$ cat src/ofo_pkg.sv
// frame overhead constants, field layout and shared helper functions
// assumes one byte per accepted link beat, 4 rows of 3824 columns
//----------------------------------------------------------------------
//----------------------------------------------------------------------
package ofo_pkg;

  typedef logic [11:0] ofo_col_t;
  typedef logic [1:0]  ofo_row_t;

  localparam ofo_col_t  COL_FIRST    = 12'h001;
  localparam ofo_col_t  COL_FAS_LEAD = 12'h003;
  localparam ofo_col_t  COL_FAS_LAST = 12'h006;
  localparam ofo_col_t  COL_MFAS     = 12'h007;
  localparam ofo_col_t  COL_TTI      = 12'h008;
  localparam ofo_col_t  COL_BIP      = 12'h009;
  localparam ofo_col_t  COL_SM3      = 12'h00a;
  localparam ofo_col_t  COL_OH_LAST  = 12'h00e;
  localparam ofo_col_t  COL_PL_FIRST = 12'h00f;
  localparam ofo_col_t  COL_LAST     = 12'hef0;
  localparam ofo_row_t  ROW_FIRST    = 2'h0;
  localparam ofo_row_t  ROW_LAST     = 2'h3;

  localparam logic [7:0]  FAS_LEAD   = 8'hf6;
  localparam logic [7:0]  FAS_TRAIL  = 8'h28;
  localparam logic [47:0] FAS_WORD   = 48'hf6f6f6282828;
  localparam logic [3:0]  BIAE_CODE  = 4'hb;
  localparam logic [3:0]  BEI_MAX    = 4'h8;
  localparam logic [2:0]  STAT_OK    = 3'h1;
  localparam logic [2:0]  STAT_IAE   = 3'h2;
  localparam logic [2:0]  STAT_AIS   = 3'h7;
  localparam logic [2:0]  MISS_LIMIT = 3'h5;
  localparam int          TTI_LEN    = 64;

  // advance one byte position through the frame, rows wrap naturally
  function automatic logic [13:0] ofo_next_pos(input ofo_col_t col,
                                               input ofo_row_t row);
    if (col == COL_LAST)
      ofo_next_pos = {row + 2'h1, COL_FIRST};
    else
      ofo_next_pos = {row, col + 12'h001};
  endfunction

  // true for the row 1 overhead bytes, columns 1-14
  function automatic logic ofo_is_oh(input ofo_col_t col,
                                     input ofo_row_t row);
    ofo_is_oh = (row == ROW_FIRST) && (col <= COL_OH_LAST);
  endfunction

  // unused codes read as zero errors, no alignment error
  function automatic logic [4:0] ofo_bei_decode(input logic [3:0] code);
    if (code == BIAE_CODE)
      ofo_bei_decode = {1'b1, 4'h0};
    else if (code <= BEI_MAX)
      ofo_bei_decode = {1'b0, code};
    else
      ofo_bei_decode = 5'h00;
  endfunction

endpackage

$ cat src/ofo_link_if.sv
// byte stream between overhead source and overhead sink
// assumes both ends sit on sys_clk; data moves on valid and ready high
`timescale 1ns/1ps
interface ofo_link_if (
  input wire logic sys_clk,
  input wire logic rst_n
);
  logic [7:0] data;
  logic       valid;
  logic       ready;

  modport src (
    output data,
    output valid,
    input  ready
  );

  modport snk (
    input  data,
    input  valid,
    output ready
  );
endinterface

$ cat src/ofo_snk.sv
// overhead sink: finds frame alignment, checks parity, extracts overhead
// assumes the link carries whole frames in order from an ofo_src peer
`timescale 1ns/1ps
module ofo_snk
  import ofo_pkg::*;
(
  input  wire logic        sys_clk,
  input  wire logic        rst_n,
  ofo_link_if.snk          lk,
  input  wire logic        hold,
  input  wire logic        cn_mode,
  input  wire logic [5:0]  tti_rd_addr,
  output logic [7:0]       tti_rd_data,
  output logic [7:0]       pl_data,
  output logic             pl_valid,
  output logic             in_frame,
  output logic [7:0]       mfas,
  output logic [3:0]       bei_cnt,
  output logic             bip_err,
  output logic [3:0]       rem_bei,
  output logic             rem_biae,
  output logic             rx_bdi,
  output logic             rx_iae,
  output logic [2:0]       rx_stat
);

  typedef enum logic {
    ST_HUNT = 1'b0,
    ST_SYNC = 1'b1
  } ofo_st_e;

  ofo_st_e     st_q, st_d;
  ofo_col_t    col_q, col_d;
  ofo_row_t    row_q, row_d;
  logic [47:0] sh_q, sh_d;
  logic [2:0]  miss_q, miss_d;
  logic [1:0]  vld_q, vld_d;
  logic [7:0]  acc_q, acc_d, bip1_q, bip1_d, bip2_q, bip2_d;
  logic [7:0]  mfas_q, mfas_d, pl_q, pl_d;
  logic        plv_q, plv_d, err_q, err_d;
  logic [3:0]  cnt_q, cnt_d, rbei_q, rbei_d;
  logic        rbiae_q, rbiae_d, bdi_q, bdi_d, iae_q, iae_d;
  logic [2:0]  stat_q, stat_d;
  logic        rdy_q;
  logic [7:0]  tti_q;
  logic [7:0]  tti_mem [TTI_LEN];
  logic        take;
  logic [7:0]  b;
  logic [13:0] nxt;
  logic [4:0]  dec;

  function automatic logic [3:0] popcnt(input logic [7:0] v);
    popcnt = 4'h0;
    for (int i = 0; i < 8; i++)
      popcnt = popcnt + {3'h0, v[i]};
  endfunction

  assign take = lk.valid && rdy_q;
  assign b    = lk.data;
  assign nxt  = ofo_next_pos(col_q, row_q);
  assign dec  = ofo_bei_decode(b[7:4]);

  //--------------------------------------------------------------------
  // alignment and overhead extraction
  //--------------------------------------------------------------------
  always_comb
  begin
    st_d    = st_q;
    col_d   = col_q;
    row_d   = row_q;
    sh_d    = sh_q;
    miss_d  = miss_q;
    vld_d   = vld_q;
    acc_d   = acc_q;
    bip1_d  = bip1_q;
    bip2_d  = bip2_q;
    mfas_d  = mfas_q;
    pl_d    = pl_q;
    plv_d   = 1'b0;
    err_d   = 1'b0;
    cnt_d   = cnt_q;
    rbei_d  = rbei_q;
    rbiae_d = rbiae_q;
    bdi_d   = bdi_q;
    iae_d   = iae_q;
    stat_d  = stat_q;
    if (take)
    begin
      sh_d = {sh_q[39:0], b};
      col_d = nxt[11:0];
      row_d = nxt[13:12];
      case (st_q)
        ST_HUNT:
          if (sh_d == FAS_WORD)
          begin
            st_d = ST_SYNC;
            col_d = COL_MFAS;
            row_d = ROW_FIRST;
            miss_d = 3'h0;
            vld_d = 2'h0;
            acc_d = 8'h00;
          end
        ST_SYNC:
        begin
          pl_d = b;
          plv_d = !ofo_is_oh(col_q, row_q);
          if (col_q >= COL_PL_FIRST)
            acc_d = acc_q ^ b;
          if (row_q == ROW_FIRST)
            case (col_q)
              COL_FAS_LAST:
                if (sh_d != FAS_WORD)
                begin
                  miss_d = miss_q + 3'h1;
                  if (miss_d == MISS_LIMIT)
                    st_d = ST_HUNT;
                end
                else
                  miss_d = 3'h0;
              COL_MFAS:
                mfas_d = b;
              COL_BIP:
                if (vld_q[1])
                begin
                  cnt_d = popcnt(b ^ bip2_q);
                  err_d = (b != bip2_q);
                end
              COL_SM3:
              begin
                rbei_d = dec[3:0];
                rbiae_d = dec[4];
                bdi_d = b[3];
                iae_d = !cn_mode && b[2];
                stat_d = cn_mode ? b[2:0] : STAT_OK;
              end
              default:
                ;
            endcase
          if (col_q == COL_LAST && row_q == ROW_LAST)
          begin
            bip2_d = bip1_q;
            bip1_d = acc_q ^ b;
            acc_d = 8'h00;
            vld_d = {vld_q[0], 1'b1};
          end
        end
        default:
          st_d = ST_HUNT;
      endcase
    end
  end

  always_ff @(posedge sys_clk or negedge rst_n)
  begin
    if (!rst_n)
    begin
      st_q    <= ST_HUNT;
      col_q   <= COL_FIRST;
      row_q   <= ROW_FIRST;
      sh_q    <= 48'h0;
      miss_q  <= 3'h0;
      vld_q   <= 2'h0;
      acc_q   <= 8'h00;
      bip1_q  <= 8'h00;
      bip2_q  <= 8'h00;
      mfas_q  <= 8'h00;
      pl_q    <= 8'h00;
      plv_q   <= 1'b0;
      err_q   <= 1'b0;
      cnt_q   <= 4'h0;
      rbei_q  <= 4'h0;
      rbiae_q <= 1'b0;
      bdi_q   <= 1'b0;
      iae_q   <= 1'b0;
      stat_q  <= 3'h0;
      rdy_q   <= 1'b0;
      tti_q   <= 8'h00;
    end
    else
    begin
      st_q    <= st_d;
      col_q   <= col_d;
      row_q   <= row_d;
      sh_q    <= sh_d;
      miss_q  <= miss_d;
      vld_q   <= vld_d;
      acc_q   <= acc_d;
      bip1_q  <= bip1_d;
      bip2_q  <= bip2_d;
      mfas_q  <= mfas_d;
      pl_q    <= pl_d;
      plv_q   <= plv_d;
      err_q   <= err_d;
      cnt_q   <= cnt_d;
      rbei_q  <= rbei_d;
      rbiae_q <= rbiae_d;
      bdi_q   <= bdi_d;
      iae_q   <= iae_d;
      stat_q  <= stat_d;
      // one cycle late; the source's two-entry buffer absorbs it
      rdy_q <= !hold;
      tti_q <= tti_mem[tti_rd_addr];
    end
  end

  // trace byte lands at the message index taken from the counter
  always_ff @(posedge sys_clk)
  begin
    if (take && st_q == ST_SYNC && row_q == ROW_FIRST && col_q == COL_TTI)
      tti_mem[mfas_q[5:0]] <= b;
  end

  assign lk.ready    = rdy_q;
  assign tti_rd_data = tti_q;
  assign pl_data     = pl_q;
  assign pl_valid    = plv_q;
  assign in_frame    = (st_q == ST_SYNC);
  assign mfas        = mfas_q;
  assign bei_cnt     = cnt_q;
  assign bip_err     = err_q;
  assign rem_bei     = rbei_q;
  assign rem_biae    = rbiae_q;
  assign rx_bdi      = bdi_q;
  assign rx_iae      = iae_q;
  assign rx_stat     = stat_q;

endmodule // ofo_snk

$ cat src/flat_wrapper.sv
// flat-port wrapper written by rule: the top's interface ports become plain ports
module ofo_snk_flat import ofo_pkg::*;
  (sys_clk, rst_n, hold, cn_mode, tti_rd_addr, tti_rd_data, pl_data, pl_valid, in_frame, mfas, bei_cnt, bip_err, rem_bei, rem_biae, rx_bdi, rx_iae, rx_stat, lk_data, lk_valid, lk_ready);
  ofo_link_if lk_i (.sys_clk(sys_clk), .rst_n(rst_n));
  input  wire logic sys_clk;
  input  wire logic rst_n;
  input  wire logic hold;
  input  wire logic cn_mode;
  input  wire logic [5:0] tti_rd_addr;
  output logic [7:0] tti_rd_data;
  output logic [7:0] pl_data;
  output logic pl_valid;
  output logic in_frame;
  output logic [7:0] mfas;
  output logic [3:0] bei_cnt;
  output logic bip_err;
  output logic [3:0] rem_bei;
  output logic rem_biae;
  output logic rx_bdi;
  output logic rx_iae;
  output logic [2:0] rx_stat;
  input wire logic [$bits(lk_i.data)-1:0] lk_data;
  input wire logic [$bits(lk_i.valid)-1:0] lk_valid;
  output wire logic [$bits(lk_i.ready)-1:0] lk_ready;
  assign lk_i.data = lk_data;
  assign lk_i.valid = lk_valid;
  assign lk_ready = lk_i.ready;
  ofo_snk u_core (.sys_clk(sys_clk), .rst_n(rst_n), .lk(lk_i), .hold(hold), .cn_mode(cn_mode), .tti_rd_addr(tti_rd_addr), .tti_rd_data(tti_rd_data), .pl_data(pl_data), .pl_valid(pl_valid), .in_frame(in_frame), .mfas(mfas), .bei_cnt(bei_cnt), .bip_err(bip_err), .rem_bei(rem_bei), .rem_biae(rem_biae), .rx_bdi(rx_bdi), .rx_iae(rx_iae), .rx_stat(rx_stat));
endmodule
$ cat config.mk
export PLATFORM = sky130hd
export DESIGN_NAME = ofo_snk_flat
export DESIGN_NICKNAME = d
export VERILOG_FILES = /design/src/ofo_pkg.sv /design/src/ofo_link_if.sv /design/src/ofo_snk.sv /design/src/flat_wrapper.sv
export SDC_FILE = /design/constraint.sdc
export NUM_CORES = 1
export LEC_CHECK = 0
export BUFFER_PORTS_ARGS = -buffer_cell sky130_fd_sc_hd__buf_2
export CORE_MARGIN = 3
export CORE_UTILIZATION = 27
export CTS_CLUSTER_DIAMETER = 100
export DETAILED_ROUTE_END_ITERATION = 6
export GPL_TIMING_DRIVEN = 0
export PLACE_DENSITY = 0.42
export REMOVE_ABC_BUFFERS = 1
export SYNTH_ARGS = -nofsm -noshare
export SYNTH_HDL_FRONTEND = slang
export SYNTH_SLANG_ARGS = --single-unit
$ cat constraint.sdc
create_clock -name sys_clk -period 3.5 [get_ports sys_clk]
set_clock_uncertainty 0.05 [all_clocks]
set_input_delay 0.7 -clock sys_clk [delete_from_list [all_inputs] [get_ports sys_clk]]
set_output_delay 0.7 -clock sys_clk [all_outputs]
set_load 0.005 [all_outputs]
==> metrics.cfg <==
[status]
status=completed

[critical_path]
cp.arrival_ns=3.54
required_ns=3.70
start_kind=register
path_class=reg -> reg
rrSetupSlack_ns=0.16
r2r_end=u_core.tti_mem[17][6]
worstSetupEndpoint=u_core.tti_mem[17][6]
cp-end-kind=register
reg2reg_depth=5
cp_max_fo=8
rr_startpoint=u_core.col_q[8]
crit_path_start=u_core.col_q[8]

[synth]
ys_types=61
synthTopCellsByArea=edfxtp_1, dfrtp_1, mux4_2
yosys_most_used_dff=edfxtp_1
syn-instance-count=1473
synth_edf_count=512
synthArstFlopShare_pct=19.62
avgSynthCellArea_um2=17.27
yosys.area.top_type=edfxtp_1
synth_top_cell_area_share_pct=60.44
syn_area_mm2=0.02544
synth-seq-cells=637
yosysSeqAreaShare_pct=72.74
ys_warn_count=0

[sta]
rsz0062_at_grt=true
worst_pin_slew_ns=0.9975
final-hold-violation-count=0
finalSetupTns_ns=0
slew_viol_final=0
layout_min_cycle_time_ns=3.336
timing.fmax_mhz=299.7
slew-limit-headroom_pct=33.26
setup_viol=0
finalCritPeriodShare_pct=95.33
holdWs_ns=0.002106

[routing]
antenna_left=0
via_per_inst=4.649
drt_iter0_drc=1074
wl_mm=65.08
route.detailed.drc=0
post_drt_wl_per_cell_um=22.93
vias=13195
dr.pass1.iters=5

[grt]
antenna_found_initial=1
top_usage_layer=met2
grt_use_met2_pct=21.16
grt_max_degree=77
globalRouteOverflowTotal=0
grt_pass1_wl_mm=96.26
grt_pass1_vias=13897
grt_use_met1_pct=18.66
grt_usage_pct=13.31
met3_usage_pct=2.499

[finish]
fin_cells=2838
syn2layout_area_growth_pct=17.96
drive_above_1_share_pct=26.90
final_cell_mix=edfxtp_1, nand2_1, mux4_2, dfrtp_1, clkbuf_16
n_fill_cell=8947
nNetsFinal=1575
layout_commonest_cell=edfxtp_1
antennaDiodeCount=0
fin_area_mm2=0.03001

[min_path]
hp-class=in -> async

[cts]
clock_path_buffers=3
cts_root_buf=clkbuf_16
cts_made_buffers=72
cts_tree=done
clk_latency_ns=0.62
clkTransAtPathRegs_ns=0.06
clock_sinks=637
ctsHtreeMaxLevel=3

[placement]
placedInstanceArea_mm2=0.02716
dp_hpwl_mm=37.91
gp_congestion=0.7439
dp_cells=2709
io_buffers=60

[die]
initial_core_util_pct=27.50
rows=111
coreArea_mm2=0.09250
die_x_um=313.0
io-pin-count=61
dieArea_mm2=0.09794
die_h_um=313.0

[power]
p_leak_nw=10.21
powerDensity_mw_per_mm2=558.3
power_mw=16.75
max-vdd-ir-drop_uv=295.8

[flow_run]
drv_cap=0

==> synth_stat cells (all sizes together) (3+ instances only) <==
library cell,number
edfxtp,512
nand2,190
mux4,128
dfrtp,124
nor2,103
buf,43
mux2,42
o22ai,40
o21ai,34
clkbuf,30
inv,23
nor2b,20
nand3,16
ha,12
a21oi,11
o2bb2ai,11
xor2,11
mux2i,10
nand3b,8
nand4,8
nor3,8
nand2b,7
nor4,7
o31ai,7
xnor2,7
o221ai,6
and3,5
nand4b,5
or3,5
fa,4
or2,4
a21o,3
and2,3
nor4bb,3
or4,3
==> registers in the layout, summed over array words and instances (netlist names), 3 cells and up <==
name and cells:
u_core.sh_q 40, u_core.bip1_q 8, u_core.rx_stat 3, u_core.bip2_q 8, u_core.col_q 12, u_core.pl_data 8, u_core.bei_cnt 4, u_core.tti_mem 512
u_core.tti_rd_data 8, u_core.miss_q 3, u_core.mfas 8, u_core.rem_bei 4, u_core.acc_q 8
==> worst max-delay path, stage by stage, from the launching register on <==
cell and delay, ns:
dfrtp_1 0.44, nor4_1 0.59, nand3_1 0.34, nor3_4 0.53, nand2_2 0.41, nor2_2 0.59
==> worst min-delay path by stage <==
| stage | endpoint |
|---|---|
| after floorplan | u_core.acc_q[0] |
| after global placement | u_core.bip1_q[3] |
| after detailed placement | u_core.pl_data[1] |
| after CTS | u_core.sh_q[22] |
| after global routing | u_core.sh_q[22] |
| final | u_core.sh_q[22] |
==> per-layer routing <==
layer | up-vias | share of wire, % | wire length, µm
li1 | 5849 | - | -
met1 | 6953 | 46 | 30130
met2 | 282 | 47 | 30630
met3 | 111 | 3.9 | 2566
met4 | 0 | 2.7 | 1756
met5 | - | 0 | 0
==> power by group <==
part           switching, mW  internal [mW]
Clock                   3.06           4.36
Sequential             0.118           8.31
Combinational          0.555          0.347
Total                   3.74           13.0
==> stage by stage <==
step,utilization [%],worst slack (ns)
finish,32.44,0.1636
floorplan,-,0.05419
global route,32.44,-0.05881
global placement,29.14,-2.504
detailed placement,29.37,-1.041
CTS,32.41,0.01013
==> repair_timing <==
action	CTS	global route
setup endpoints to repair	515	218
setup buffers	0	0
pin swaps	0	0
hold buffers	0	0
resized for setup	136	8
==> final cells by class <==
type | instances | area (µm²) | area share [%]
multi-input combinational | 740 | 7015 | 23.38
clock inverter | 36 | 335.3 | 1.117
sequential | 637 | 18510 | 61.67
tap | 1243 | 1555 | 5.183
inverter | 23 | 86.33 | 0.2877
clock buffer | 93 | 1973 | 6.575
timing repair buffer | 66 | 538.0 | 1.793
==> kinds of logic after synthesis <==
| kind of cell | synth area share, % |
|---|---|
| AO/OA/AOI/OAI | 3.118 |
| XOR/XNOR | 0.6197 |
| adder cells (fa/ha/maj) | 0.9050 |
| buffers and inverters | 1.697 |
| flip-flops | 72.74 |
| multiplexers | 13.58 |
| AND/OR/NAND/NOR | 7.338 |
Power figures use the tool's default switching activity.
